File: src/logic/mode_reg_pkg.sv
// shared constants for the mode register two/three link
package mode_reg_pkg;
  localparam int          ADDR_W          = 13;
  localparam int          BANK_W          = 3;
  localparam logic [2:0]  BANK_WL_REG     = 3'h2;
  localparam logic [2:0]  BANK_CAL_REG    = 3'h3;
  // write-latency/refresh register fields
  localparam int          PARTIAL_ARRAY_SELF_REFRESH_LSB        = 0;
  localparam int          PARTIAL_ARRAY_SELF_REFRESH_W          = 3;
  localparam int          CWL_LSB         = 3;
  localparam int          CWL_W           = 3;
  localparam int          SRT_BIT         = 7;
  localparam int          RTTWR_LSB       = 9;
  localparam int          RTTWR_W         = 2;
  localparam logic [12:0] WL_REG_KEEP     = 13'h06ff;  // bits 8,11,12 reserved
  localparam logic [12:0] WL_REG_RESET    = 13'h0000;
  // calibration-pattern register fields
  localparam int          CAL_EN_BIT      = 2;
  localparam int          CAL_LOC_LSB     = 0;
  localparam int          CAL_LOC_W       = 2;
  localparam logic [12:0] CAL_REG_KEEP    = 13'h0007;
  localparam logic [12:0] CAL_REG_RESET   = 13'h0000;
  // encodings
  localparam logic [2:0]  CWL_BASE        = 3'h5;    // field 0 means five clocks
  localparam logic [1:0]  RTTWR_OFF       = 2'h0;
  localparam logic [1:0]  SR_RATE_1X      = 2'h1;
  localparam logic [1:0]  SR_RATE_2X      = 2'h2;
  localparam logic [7:0]  CAL_PATTERN     = 8'h55;   // predefined read pattern
  // refresh interval in ns and in 40 ns clocks, rounded down
  localparam int          CLK_NS          = 40;
  localparam int          REFI_NORM_NS    = 7800;
  localparam int          REFI_EXT_NS     = 3900;
  localparam int          REFI_NORM_CYC   = REFI_NORM_NS / CLK_NS;
  localparam int          REFI_EXT_CYC    = REFI_EXT_NS / CLK_NS;
  localparam int          REFI_W          = 8;
  // controller sequencer
  typedef enum logic [1:0] {
    ST_IDLE = 2'b00,
    ST_CMD  = 2'b01,
    ST_DONE = 2'b11
  } ctl_state_e;
endpackage

File: src/logic/mode_reg_if.sv
// command link between memory controller and dram mode-register logic
interface mode_reg_if;
  import mode_reg_pkg::*;
  logic              cs_n;
  logic              ras_n;
  logic              cas_n;
  logic              we_n;
  logic [BANK_W-1:0] bank;
  logic [ADDR_W-1:0] addr;
  logic              reset_n;
  logic [7:0]        rd_data;
  logic              rd_valid;
  modport ctl (output cs_n, ras_n, cas_n, we_n, bank, addr, reset_n, input rd_data, rd_valid);
  modport dev (input cs_n, ras_n, cas_n, we_n, bank, addr, reset_n, output rd_data, rd_valid);
endinterface

File: src/logic/mode_reg_ctl.sv
// controller end: issues mode-register-set commands and paces refresh
//
// The implementer's own choices: the strobed register port and the placing of the registers.
module mode_reg_ctl
  import mode_reg_pkg::*;
(
  input  wire logic        i_sys_clk,
  input  wire logic        i_reset_n,
  input  wire logic        i_clk_en,
  mode_reg_if.ctl          link,
  input  wire logic        i_wr_en,
  input  wire logic        i_rd_en,
  input  wire logic [1:0]  i_addr,
  input  wire logic [15:0] i_wr_data,
  output logic      [15:0] o_rd_data,
  input  wire logic        i_banks_idle,
  input  wire logic        i_dll_off,
  input  wire logic        i_hot_case,
  input  wire logic        i_dram_reset,
  input  wire logic        i_sr_request,
  output logic             o_sr_enter,
  output logic             o_refresh_tick,
  output logic             o_non_read_allowed
);
  localparam logic [1:0] REG_WL   = 2'h0;
  localparam logic [1:0] REG_CAL  = 2'h1;
  localparam logic [1:0] REG_STAT = 2'h2;
  localparam logic [1:0] REG_GO   = 2'h3;

  ctl_state_e        state_q;
  logic [12:0]       wl_q;
  logic [12:0]       cal_q;
  logic              sel_cal_q;
  logic              cal_active_q;
  logic [REFI_W-1:0] refi_q;
  logic [15:0]       rd_q;
  logic [7:0]        last_rd_q;
  logic              busy;
  logic              srt_sent_q;

  // shadow values sanitised so the device only sees legal settings
  wire [12:0] wl_clean  = wl_q & WL_REG_KEEP & (i_dll_off ? ~13'h0600 : 13'h1fff);
  wire [12:0] cal_clean = cal_q & CAL_REG_KEEP;
  wire [12:0] srt_fix   = wl_clean | (i_hot_case ? 13'h0080 : 13'h0000);
  wire        go_cmd    = i_wr_en & (i_addr == REG_GO);
  wire        cal_enabling = i_wr_data[0] & cal_q[CAL_EN_BIT];
  wire        go_ok     = go_cmd & (state_q == ST_IDLE) & (~cal_enabling | i_banks_idle);

  // software shadow registers and sequencer
  always_ff @(posedge i_sys_clk or negedge i_reset_n) begin
    if (!i_reset_n) begin
      wl_q         <= WL_REG_RESET;
      cal_q        <= CAL_REG_RESET;
      sel_cal_q    <= 1'b0;
      state_q      <= ST_IDLE;
      cal_active_q <= 1'b0;
      srt_sent_q   <= 1'b0;
    end else if (i_clk_en) begin
      if (i_wr_en && i_addr == REG_WL) wl_q <= i_wr_data[12:0];
      if (i_wr_en && i_addr == REG_CAL) cal_q <= i_wr_data[12:0];
      case (state_q)
        ST_IDLE: if (go_ok) begin
          sel_cal_q <= i_wr_data[0];
          state_q   <= ST_CMD;
        end
        ST_CMD: begin
          if (sel_cal_q) cal_active_q <= cal_clean[CAL_EN_BIT];
          else srt_sent_q <= srt_fix[SRT_BIT];
          state_q <= ST_DONE;
        end
        ST_DONE: state_q <= ST_IDLE;
        default: state_q <= ST_IDLE;
      endcase
      // device reset clears what the device holds, so forget it here too
      if (i_dram_reset) begin
        cal_active_q <= 1'b0;
        srt_sent_q   <= 1'b0;
      end
    end
  end
  assign busy = (state_q != ST_IDLE);

  // command pins driven during the command state
  wire issue = (state_q == ST_CMD);
  assign link.cs_n    = ~issue;
  assign link.ras_n   = ~issue;
  assign link.cas_n   = ~issue;
  assign link.we_n    = ~issue;
  assign link.bank    = sel_cal_q ? BANK_CAL_REG : BANK_WL_REG;
  assign link.addr    = sel_cal_q ? cal_clean : srt_fix;
  assign link.reset_n = ~i_dram_reset;

  // only reads while pattern readout, no self refresh when hot without bit 7
  assign o_non_read_allowed = ~cal_active_q;
  // gate on the rate bit the device really holds, not the pending shadow
  assign o_sr_enter = i_sr_request & ~cal_active_q & (~i_hot_case | srt_sent_q);

  // refresh pacing: interval halved in hot range
  wire [REFI_W-1:0] refi_max = i_hot_case ? REFI_W'(REFI_EXT_CYC - 1) : REFI_W'(REFI_NORM_CYC - 1);
  always_ff @(posedge i_sys_clk or negedge i_reset_n) begin
    if (!i_reset_n) begin
      refi_q <= '0;
    end else if (i_clk_en) begin
      refi_q <= (refi_q >= refi_max) ? '0 : refi_q + 1'b1;
    end
  end
  assign o_refresh_tick = (refi_q >= refi_max);

  // capture last device read, register read port
  wire [15:0] rd_mux = (i_addr == REG_WL)  ? {3'h0, wl_q} :
                       (i_addr == REG_CAL) ? {3'h0, cal_q} :
                       (i_addr == REG_STAT) ? {last_rd_q, 5'h0, i_hot_case, cal_active_q, busy} : 16'h0000;
  always_ff @(posedge i_sys_clk or negedge i_reset_n) begin
    if (!i_reset_n) begin
      rd_q      <= 16'h0000;
      last_rd_q <= 8'h00;
    end else if (i_clk_en) begin
      if (i_rd_en) rd_q <= rd_mux;
      if (link.rd_valid) last_rd_q <= link.rd_data;
    end
  end
  assign o_rd_data = rd_q;
endmodule

File: src/flat_wrapper.sv
// flat-port wrapper written by rule: the top's interface ports become plain ports
module mode_reg_ctl_flat import mode_reg_pkg::*;
  (i_sys_clk, i_reset_n, i_clk_en, i_wr_en, i_rd_en, i_addr, i_wr_data, o_rd_data, i_banks_idle, i_dll_off, i_hot_case, i_dram_reset, i_sr_request, o_sr_enter, o_refresh_tick, o_non_read_allowed, link_cs_n, link_ras_n, link_cas_n, link_we_n, link_bank, link_addr, link_reset_n, link_rd_data, link_rd_valid);
  mode_reg_if link_i ();
  input  wire logic i_sys_clk;
  input  wire logic i_reset_n;
  input  wire logic i_clk_en;
  input  wire logic i_wr_en;
  input  wire logic i_rd_en;
  input  wire logic [1:0] i_addr;
  input  wire logic [15:0] i_wr_data;
  output logic      [15:0] o_rd_data;
  input  wire logic i_banks_idle;
  input  wire logic i_dll_off;
  input  wire logic i_hot_case;
  input  wire logic i_dram_reset;
  input  wire logic i_sr_request;
  output logic o_sr_enter;
  output logic o_refresh_tick;
  output logic o_non_read_allowed;
  output wire logic [$bits(link_i.cs_n)-1:0] link_cs_n;
  output wire logic [$bits(link_i.ras_n)-1:0] link_ras_n;
  output wire logic [$bits(link_i.cas_n)-1:0] link_cas_n;
  output wire logic [$bits(link_i.we_n)-1:0] link_we_n;
  output wire logic [$bits(link_i.bank)-1:0] link_bank;
  output wire logic [$bits(link_i.addr)-1:0] link_addr;
  output wire logic [$bits(link_i.reset_n)-1:0] link_reset_n;
  input wire logic [$bits(link_i.rd_data)-1:0] link_rd_data;
  input wire logic [$bits(link_i.rd_valid)-1:0] link_rd_valid;
  assign link_cs_n = link_i.cs_n;
  assign link_ras_n = link_i.ras_n;
  assign link_cas_n = link_i.cas_n;
  assign link_we_n = link_i.we_n;
  assign link_bank = link_i.bank;
  assign link_addr = link_i.addr;
  assign link_reset_n = link_i.reset_n;
  assign link_i.rd_data = link_rd_data;
  assign link_i.rd_valid = link_rd_valid;
  mode_reg_ctl u_core (.i_sys_clk(i_sys_clk), .i_reset_n(i_reset_n), .i_clk_en(i_clk_en), .link(link_i), .i_wr_en(i_wr_en), .i_rd_en(i_rd_en), .i_addr(i_addr), .i_wr_data(i_wr_data), .o_rd_data(o_rd_data), .i_banks_idle(i_banks_idle), .i_dll_off(i_dll_off), .i_hot_case(i_hot_case), .i_dram_reset(i_dram_reset), .i_sr_request(i_sr_request), .o_sr_enter(o_sr_enter), .o_refresh_tick(o_refresh_tick), .o_non_read_allowed(o_non_read_allowed));
endmodule
File: config.mk
export PLATFORM = sky130hd
export DESIGN_NAME = mode_reg_ctl_flat
export DESIGN_NICKNAME = d
export VERILOG_FILES = /design/src/logic/mode_reg_pkg.sv /design/src/logic/mode_reg_if.sv /design/src/logic/mode_reg_ctl.sv /design/src/flat_wrapper.sv
export SDC_FILE = /design/constraint.sdc
export NUM_CORES = 1
export LEC_CHECK = 0
export ABC_AREA = 0
export BUFFER_PORTS_ARGS = -buffer_cell sky130_fd_sc_hd__buf_2
export CORE_ASPECT_RATIO = 1.2
export CORE_MARGIN = 2
export CORE_UTILIZATION = 53
export DETAILED_ROUTE_END_ITERATION = 8
export PLACE_DENSITY_LB_ADDON = 0.15
export SLEW_MARGIN = 5
export SYNTH_ARGS = -nofsm -noshare
export SYNTH_HDL_FRONTEND = slang
export SYNTH_SLANG_ARGS = --single-unit
File: constraint.sdc
create_clock -name i_sys_clk -period 1.7 [get_ports i_sys_clk]
set_input_delay 0.34 -clock i_sys_clk [delete_from_list [all_inputs] [get_ports i_sys_clk]]
set_output_delay 0.34 -clock i_sys_clk [all_outputs]
set_load 0.01 [all_outputs]
==> impl_metrics.tcl, run 1 <==
set metrics [dict create \
    cp-end-kind "output pin" \
    clk_latency_ns 0.34 \
    synthTopCellsByArea "dfrtp_1 52%, mux2_2 9.6%, mux2_4 5.4%" \
    whs_ns -0.0160 \
    synthFlopType "dfrtp_1" \
    drive_above_1_share_pct 44.5 \
    drv_cap 0 \
    rsz0062_at_grt "true" \
    die_area_um2 6380 \
    netlist_instances 261 \
    ys_types 43 \
    startpoint_type "flip-flop" \
    grt_max_degree 64 \
    io_buffers 68 \
    grt_first_pass_wirelength_um 10300 \
    ctsHoldBuffers 0 \
    violations "hold timing, setup timing" \
    ant_nets 0 \
    nFillCells 441 \
    p_leak_nw 1.85 \
    p_total_mw 4.78 \
    ys_ff_latch 63 \
    num_rows 30 \
    cpPeakStageDelay_ns 0.41 \
    die_x_um 73.3 \
    cts_tree "done" \
    ys_async_sr_fraction_pct 100 \
    root_buffer "clkbuf_8" \
    crit_chain "ha_4 -> o211ai_1 -> a32oi_2 -> buf_2" \
    grt_use_total_pct 21.6 \
    power_density_nw_per_um2 1280 \
    path_class "flip-flop to output pin" \
    clock_skew_ns 0.0107 \
    route.detailed.drc 0 \
    yosysWarnings 0 \
    vdd_drop_max_mv 0.698 \
    netlist_area_um2 3050 \
    finalHoldViolations 8 \
    cts_buffer_depth 2 \
    synth.top_cell.area_share_pct 51.7 \
    cp_num_buf_inv 1 \
    final.setup.worst_slack_ns -0.112 \
    grt_pass1_vias 2231 \
    setup_violations 1 \
    yosysTopAreaCell "dfrtp_1" \
    viasPerCell 5.27 \
    utilization_pct 66.7 \
    post_dp_cell_area_um2 3450 \
    wl_per_cell_um 15.2 \
    crit_arrival_ns 1.47 \
    slew_violations 0 \
    grt_antenna_before_repair 0 \
    drtPass1Iterations 4 \
    dpl.hpwl_um 4380 \
    area_delta_synth_final_pct 22.3 \
    clock-sinks 63 \
    dp_slack_ns -0.0275 \
    die_y_um 87.1 \
    gp_congestion 0.809 \
    final.period_utilization_pct 107 \
    startpoint "u_core.refi_q[7]" \
    cp.required_ns 1.36 \
    core_um2 5590 \
    drt_iter0_markers 85 \
    htreeDepth 3 \
    synth_edf_count 0 \
    cpMaxStageDelayCell "dfrtp_1" \
    vias 2152 \
    yosysSeqAreaShare_pct 51.7 \
    yosysMostFrequentCell "dfrtp_1" \
    pin_count 77 \
    syn_area_per_cell_um2 11.7 \
    path_clk_slew_ns 0.07 \
    fin_area_um2 3730 \
    worst-path-max-fanout 2 \
    gr-total-overflow 0 \
    clock.fmax_mhz 552 \
    layout.nets 381 \
    period_minus_slack_ns 1.81 \
    cts_made_buffers 9 \
    ys_top_cells_by_count "63 x dfrtp_1, 26 x mux2_2, 24 x nand2_1, 19 x nor2_1, 19 x o21ai_0" \
    r2r-start "u_core.refi_q[7]" \
    wl_um 6200 \
    start_util_pct 54.6 \
    critPathTopFamily "flip-flops" \
    outcome "finished, violations left" \
    n_antenna_cell 0 \
    hp-class "input port to asynchronous set/reset pin" \
]
-- kinds of logic (layout without fill, tap and decap cells) --
logic type,Yosys count,in the layout,synth area share [%]
other,2,5,0.246
XOR/XNOR,4,4,1.15
multiplexers,50,50,19.3
AO/OA/AOI/OAI,43,43,8.77
adder cells (fa/ha/maj),4,4,1.64
AND/OR/NAND/NOR,66,66,11.4
buffers and inverters,29,109,5.82
flip-flops,63,63,51.7
-- flip-flops by register name, indices dropped and copies added, names as in the netlist --
register,flops
u_core.sel_cal_q,1
u_core.srt_sent_q,1
u_core.wl_q,13
u_core.last_rd_q,8
u_core.cal_active_q,1
u_core.cal_q,13
u_core.o_rd_data,16
u_core.refi_q,8
u_core.state_q,2
-- final cells by class --
type                            count  area, um2  share of cell area [%]
Clock inverter                      4       45.0                    1.21
Inverter                           10       37.5                    1.01
Timing Repair Buffer               84        493                    13.2
Tap cell                           64       80.1                    2.15
Clock buffer                       11        151                    4.06
Sequential cell                    63       1580                    42.3
Multi-Input combinational cell    172       1350                    36.1
-- through the flow --
step | instances | setup TNS [ns]
floorplan | 264 | 0
global placement | 388 | 0
detailed placement | 388 | -0.102
CTS | 408 | -0.138
global route | 408 | -0.171
finish | 408 | -0.112
-- power by group --
group	switching [mW]	internal, mW	total (mW)
logic	0.641	0.717	1.36
clock network	0.559	0.741	1.30
registers	0.286	1.84	2.13
-- cell usage in the layout, fill, tap and decap left out, types with 2 or more instances in the layout --
master	count
mux2_4	11
nor2_2	3
nor2_1	16
a21oi_1	8
mux2i_1	13
clkbuf_8	11
conb_1	5
nor3b_1	2
dfrtp_1	62
nand2_1	24
buf_2	68
nand3_1	2
xnor2_1	3
o21ai_0	19
ha_1	3
a22o_1	5
inv_1	9
buf_12	2
nor2b_1	5
buf_6	2
buf_4	12
clkinv_2	3
o31ai_1	2
mux2_2	26
-- metal layers --
layer / routed length, um / share of wire (%) / global-route usage [%]
met1: 2670 / 43 / 27.2
met2: 3140 / 51 / 35.6
met3: 277 / 4.5 / 5.09
met4: 103 / 1.7 / 8.59
met5: 0 / 0 / 0
-- worst paths after layout --
check,endpoint,slack (ns),cells past startpoint
setup / recovery,o_refresh_tick,-0.11,4
hold / removal,u_core.state_q[1],-0.02,2
setup reg to reg,u_core.refi_q[6],0.15,7
hold reg to reg,u_core.o_rd_data[3],0.48,2
max in group asynchronous,u_core.last_rd_q[1],1.41,2
min in group i_sys_clk,u_core.cal_active_q,0.21,2
-- worst reg2reg max path: cells and delay by family, from the launching register on --
family / cells / cell delay, ns
DFF: 1 / 0.41
AOI/OAI and AO/OA: 2 / 0.29
adders and majority gates: 1 / 0.27
buffers and inverters: 2 / 0.26
and+or+nand+nor: 2 / 0.22
-- repair_timing --
action	4_1_cts	5_1_grt
gates cloned	0	0
buffers inserted	5	1
gates resized for setup	5	8
pin swaps	4	4
setup endpoints to repair	5	14
endpoints found under the hold margin	0	0
Note: power is estimated with default switching activity, not from simulation.
==> run 2, diff against run 1 <==
--- a/config.mk
+++ b/config.mk
@@ -9,7 +9,7 @@
 export BUFFER_PORTS_ARGS = -buffer_cell sky130_fd_sc_hd__buf_2
 export CORE_ASPECT_RATIO = 1.2
 export CORE_MARGIN = 2
-export CORE_UTILIZATION = 53
+export CORE_UTILIZATION = 48
 export DETAILED_ROUTE_END_ITERATION = 8
 export PLACE_DENSITY_LB_ADDON = 0.15
 export SLEW_MARGIN = 5
==> constraint.sdc (replaced) <==
create_clock -name i_sys_clk -period 1.46 [get_ports i_sys_clk]
set_input_delay 0.292 -clock i_sys_clk [delete_from_list [all_inputs] [get_ports i_sys_clk]]
set_output_delay 0.292 -clock i_sys_clk [all_outputs]
set_load 0.01 [all_outputs]
==> impl_metrics.tcl, run 2 (synthesis results as in run 1) <==
set metrics [dict create \
    outcome "finished, violations left" \
    violations "setup timing" \
    drive_above_1_share_pct 48.7 \
    cpMaxStageDelayCell "dfrtp_1" \
    cp-end-kind "output pin" \
    crit_arrival_ns 1.43 \
    slew_violations 0 \
    cp.required_ns 1.17 \
    regArea_um2 1580 \
    grt_antenna_before_repair 0 \
    die_x_um 76.8 \
    finalHoldViolations 0 \
    cpPeakStageDelay_ns 0.41 \
    crit_cells 4 \
    n_antenna_cell 0 \
    clock.fmax_mhz 580 \
    r2r_cells 6 \
    final.setup.worst_slack_ns -0.263 \
    worst-path-max-fanout 2 \
    hold_depth 2 \
    power_density_nw_per_um2 1520 \
    drtPass1Iterations 4 \
    ant_nets 0 \
    root_buffer "clkbuf_8" \
    gp_congestion 0.832 \
    vias 2210 \
    vdd_drop_max_mv 1.19 \
    p_leak_nw 1.96 \
    io_buffers 68 \
    power_frac_seq_pct 40.2 \
    period_minus_slack_ns 1.72 \
    path_clk_slew_ns 0.06 \
    setup_violations 13 \
    area_delta_synth_final_pct 31.0 \
    final_common_cell "buf_2" \
    cp_num_buf_inv 1 \
    route.detailed.drc 0 \
    grt_first_pass_wirelength_um 11100 \
    num_rows 31 \
    grt_use_total_pct 20.4 \
    final.period_utilization_pct 118 \
    dpl.hpwl_um 4680 \
    drt_iter0_markers 83 \
    die_y_um 91.3 \
    hp-class "input port to flip-flop" \
    rsz0062_at_grt "true" \
    wl_per_cell_um 15.2 \
    largest_reg_flops 16 \
    post_dp_cell_area_um2 3580 \
    clock-sinks 63 \
    viasPerCell 5.03 \
    clk_latency_ns 0.33 \
    p_switching_mw 1.84 \
    clock_skew_ns 0.00647 \
    fin_area_um2 4000 \
    comb_power_share_pct 31.8 \
    htreeDepth 3 \
    layout.nets 393 \
    cts_made_buffers 9 \
    path_class "flip-flop to output pin" \
    gr-total-overflow 0 \
    cts_tree "done" \
    dp_slack_ns -0.160 \
    nFillCells 486 \
    drv_cap 0 \
    critPathTopFamily "flip-flops" \
    grt_max_degree 29 \
    startpoint_type "flip-flop" \
    grt_pass1_vias 2286 \
    wl_um 6670 \
    pin_count 77 \
    multiInputGateArea_um2 1430 \
    intPower_mw 4.25 \
    core_um2 6090 \
    start_util_pct 50.1 \
    switching_share_pct 30.3 \
    crit_chain "ha_4 -> o211ai_1 -> a32oi_2 -> buf_2" \
    p_clk_share_pct 28.0 \
    cts_buffer_depth 2 \
    layout_common_cells "65 x buf_2, 61 x dfrtp_1, 23 x nand2_1, 23 x mux2_2, 21 x buf_4" \
    die_area_um2 7010 \
]
run 2: area by class of cell:
| class | count | area share (%) |
|---|---|---|
| flip-flops and latches | 63 | 39.5 |
| multi-input cells | 172 | 35.7 |
| repair buffers | 96 | 15.7 |
| clock buffers | 13 | 3.97 |
| well taps | 82 | 2.57 |
| clock inverters | 3 | 1.63 |
| inverters | 10 | 0.939 |
run 2: timing repair:
action,in CTS,in global routing
pin swaps,6,1
buffers inserted,7,0
endpoints found under the setup margin,21,24
resized for setup,28,8
endpoints found under the hold margin,11,0
hold buffers,1,0
run 2: metal layers:
layer  up-vias  share of wire (%)  track usage [%]
li1       1076                  -                -
met1      1062                 43             24.8
met2        61                 50             33.9
met3        11                5.1             5.77
met4         0                1.9             8.18
met5         -                  0                0
run 2: worst reg2reg max path, cell delays in order, from the launching register on:
cell and delay [ns]:
dfrtp_1 0.41, ha_4 0.27, o211ai_1 0.09, a32oi_2 0.18, buf_4 0.18, nor2_4 0.04
mux2_4 0.26
run 2: path summary, 6_finish.rpt:
| path | end | slack (ns) | from |
|---|---|---|---|
| setup / recovery | o_refresh_tick | -0.26 | u_core.refi_q[7] |
| hold / removal | u_core.cal_active_q | 0.17 | i_dram_reset |
| setup reg to reg | u_core.refi_q[0] | -0.07 | u_core.refi_q[7] |
| hold reg to reg | u_core.o_rd_data[4] | 0.48 | u_core.o_rd_data[4] |
| max in group asynchronous | u_core.o_rd_data[2] | 0.59 | i_reset_n |
| min in group asynchronous | u_core.wl_q[0] | 0.40 | i_reset_n |
run 2: per-stage QoR:
step                      hold WS (ns)  power [mW]  utilization (%)  setup TNS (ns)  std cells
after floorplan               -0.00359        3.47                -         -0.0618        264
after global placement           0.215        4.04             58.8          -0.659        417
after detailed placement         0.220        4.08             58.8           -1.04        417
after CTS                        0.155        6.07             65.2           -1.16        439
after global routing             0.174        6.43             65.7           -1.92        439
final                            0.169        6.09             65.7           -1.08        439
run 2: power by group through the flow:
stage          clock, mW  combinational [mW]  sequential, mW
6_report            1.71                1.94            2.45
5_1_grt             1.80                2.12            2.50
4_1_cts             1.74                1.90            2.43
3_5_place_dp           0                1.61            2.47
3_3_place_gp           0                1.58            2.46
2_1_floorplan          0                1.02            2.44
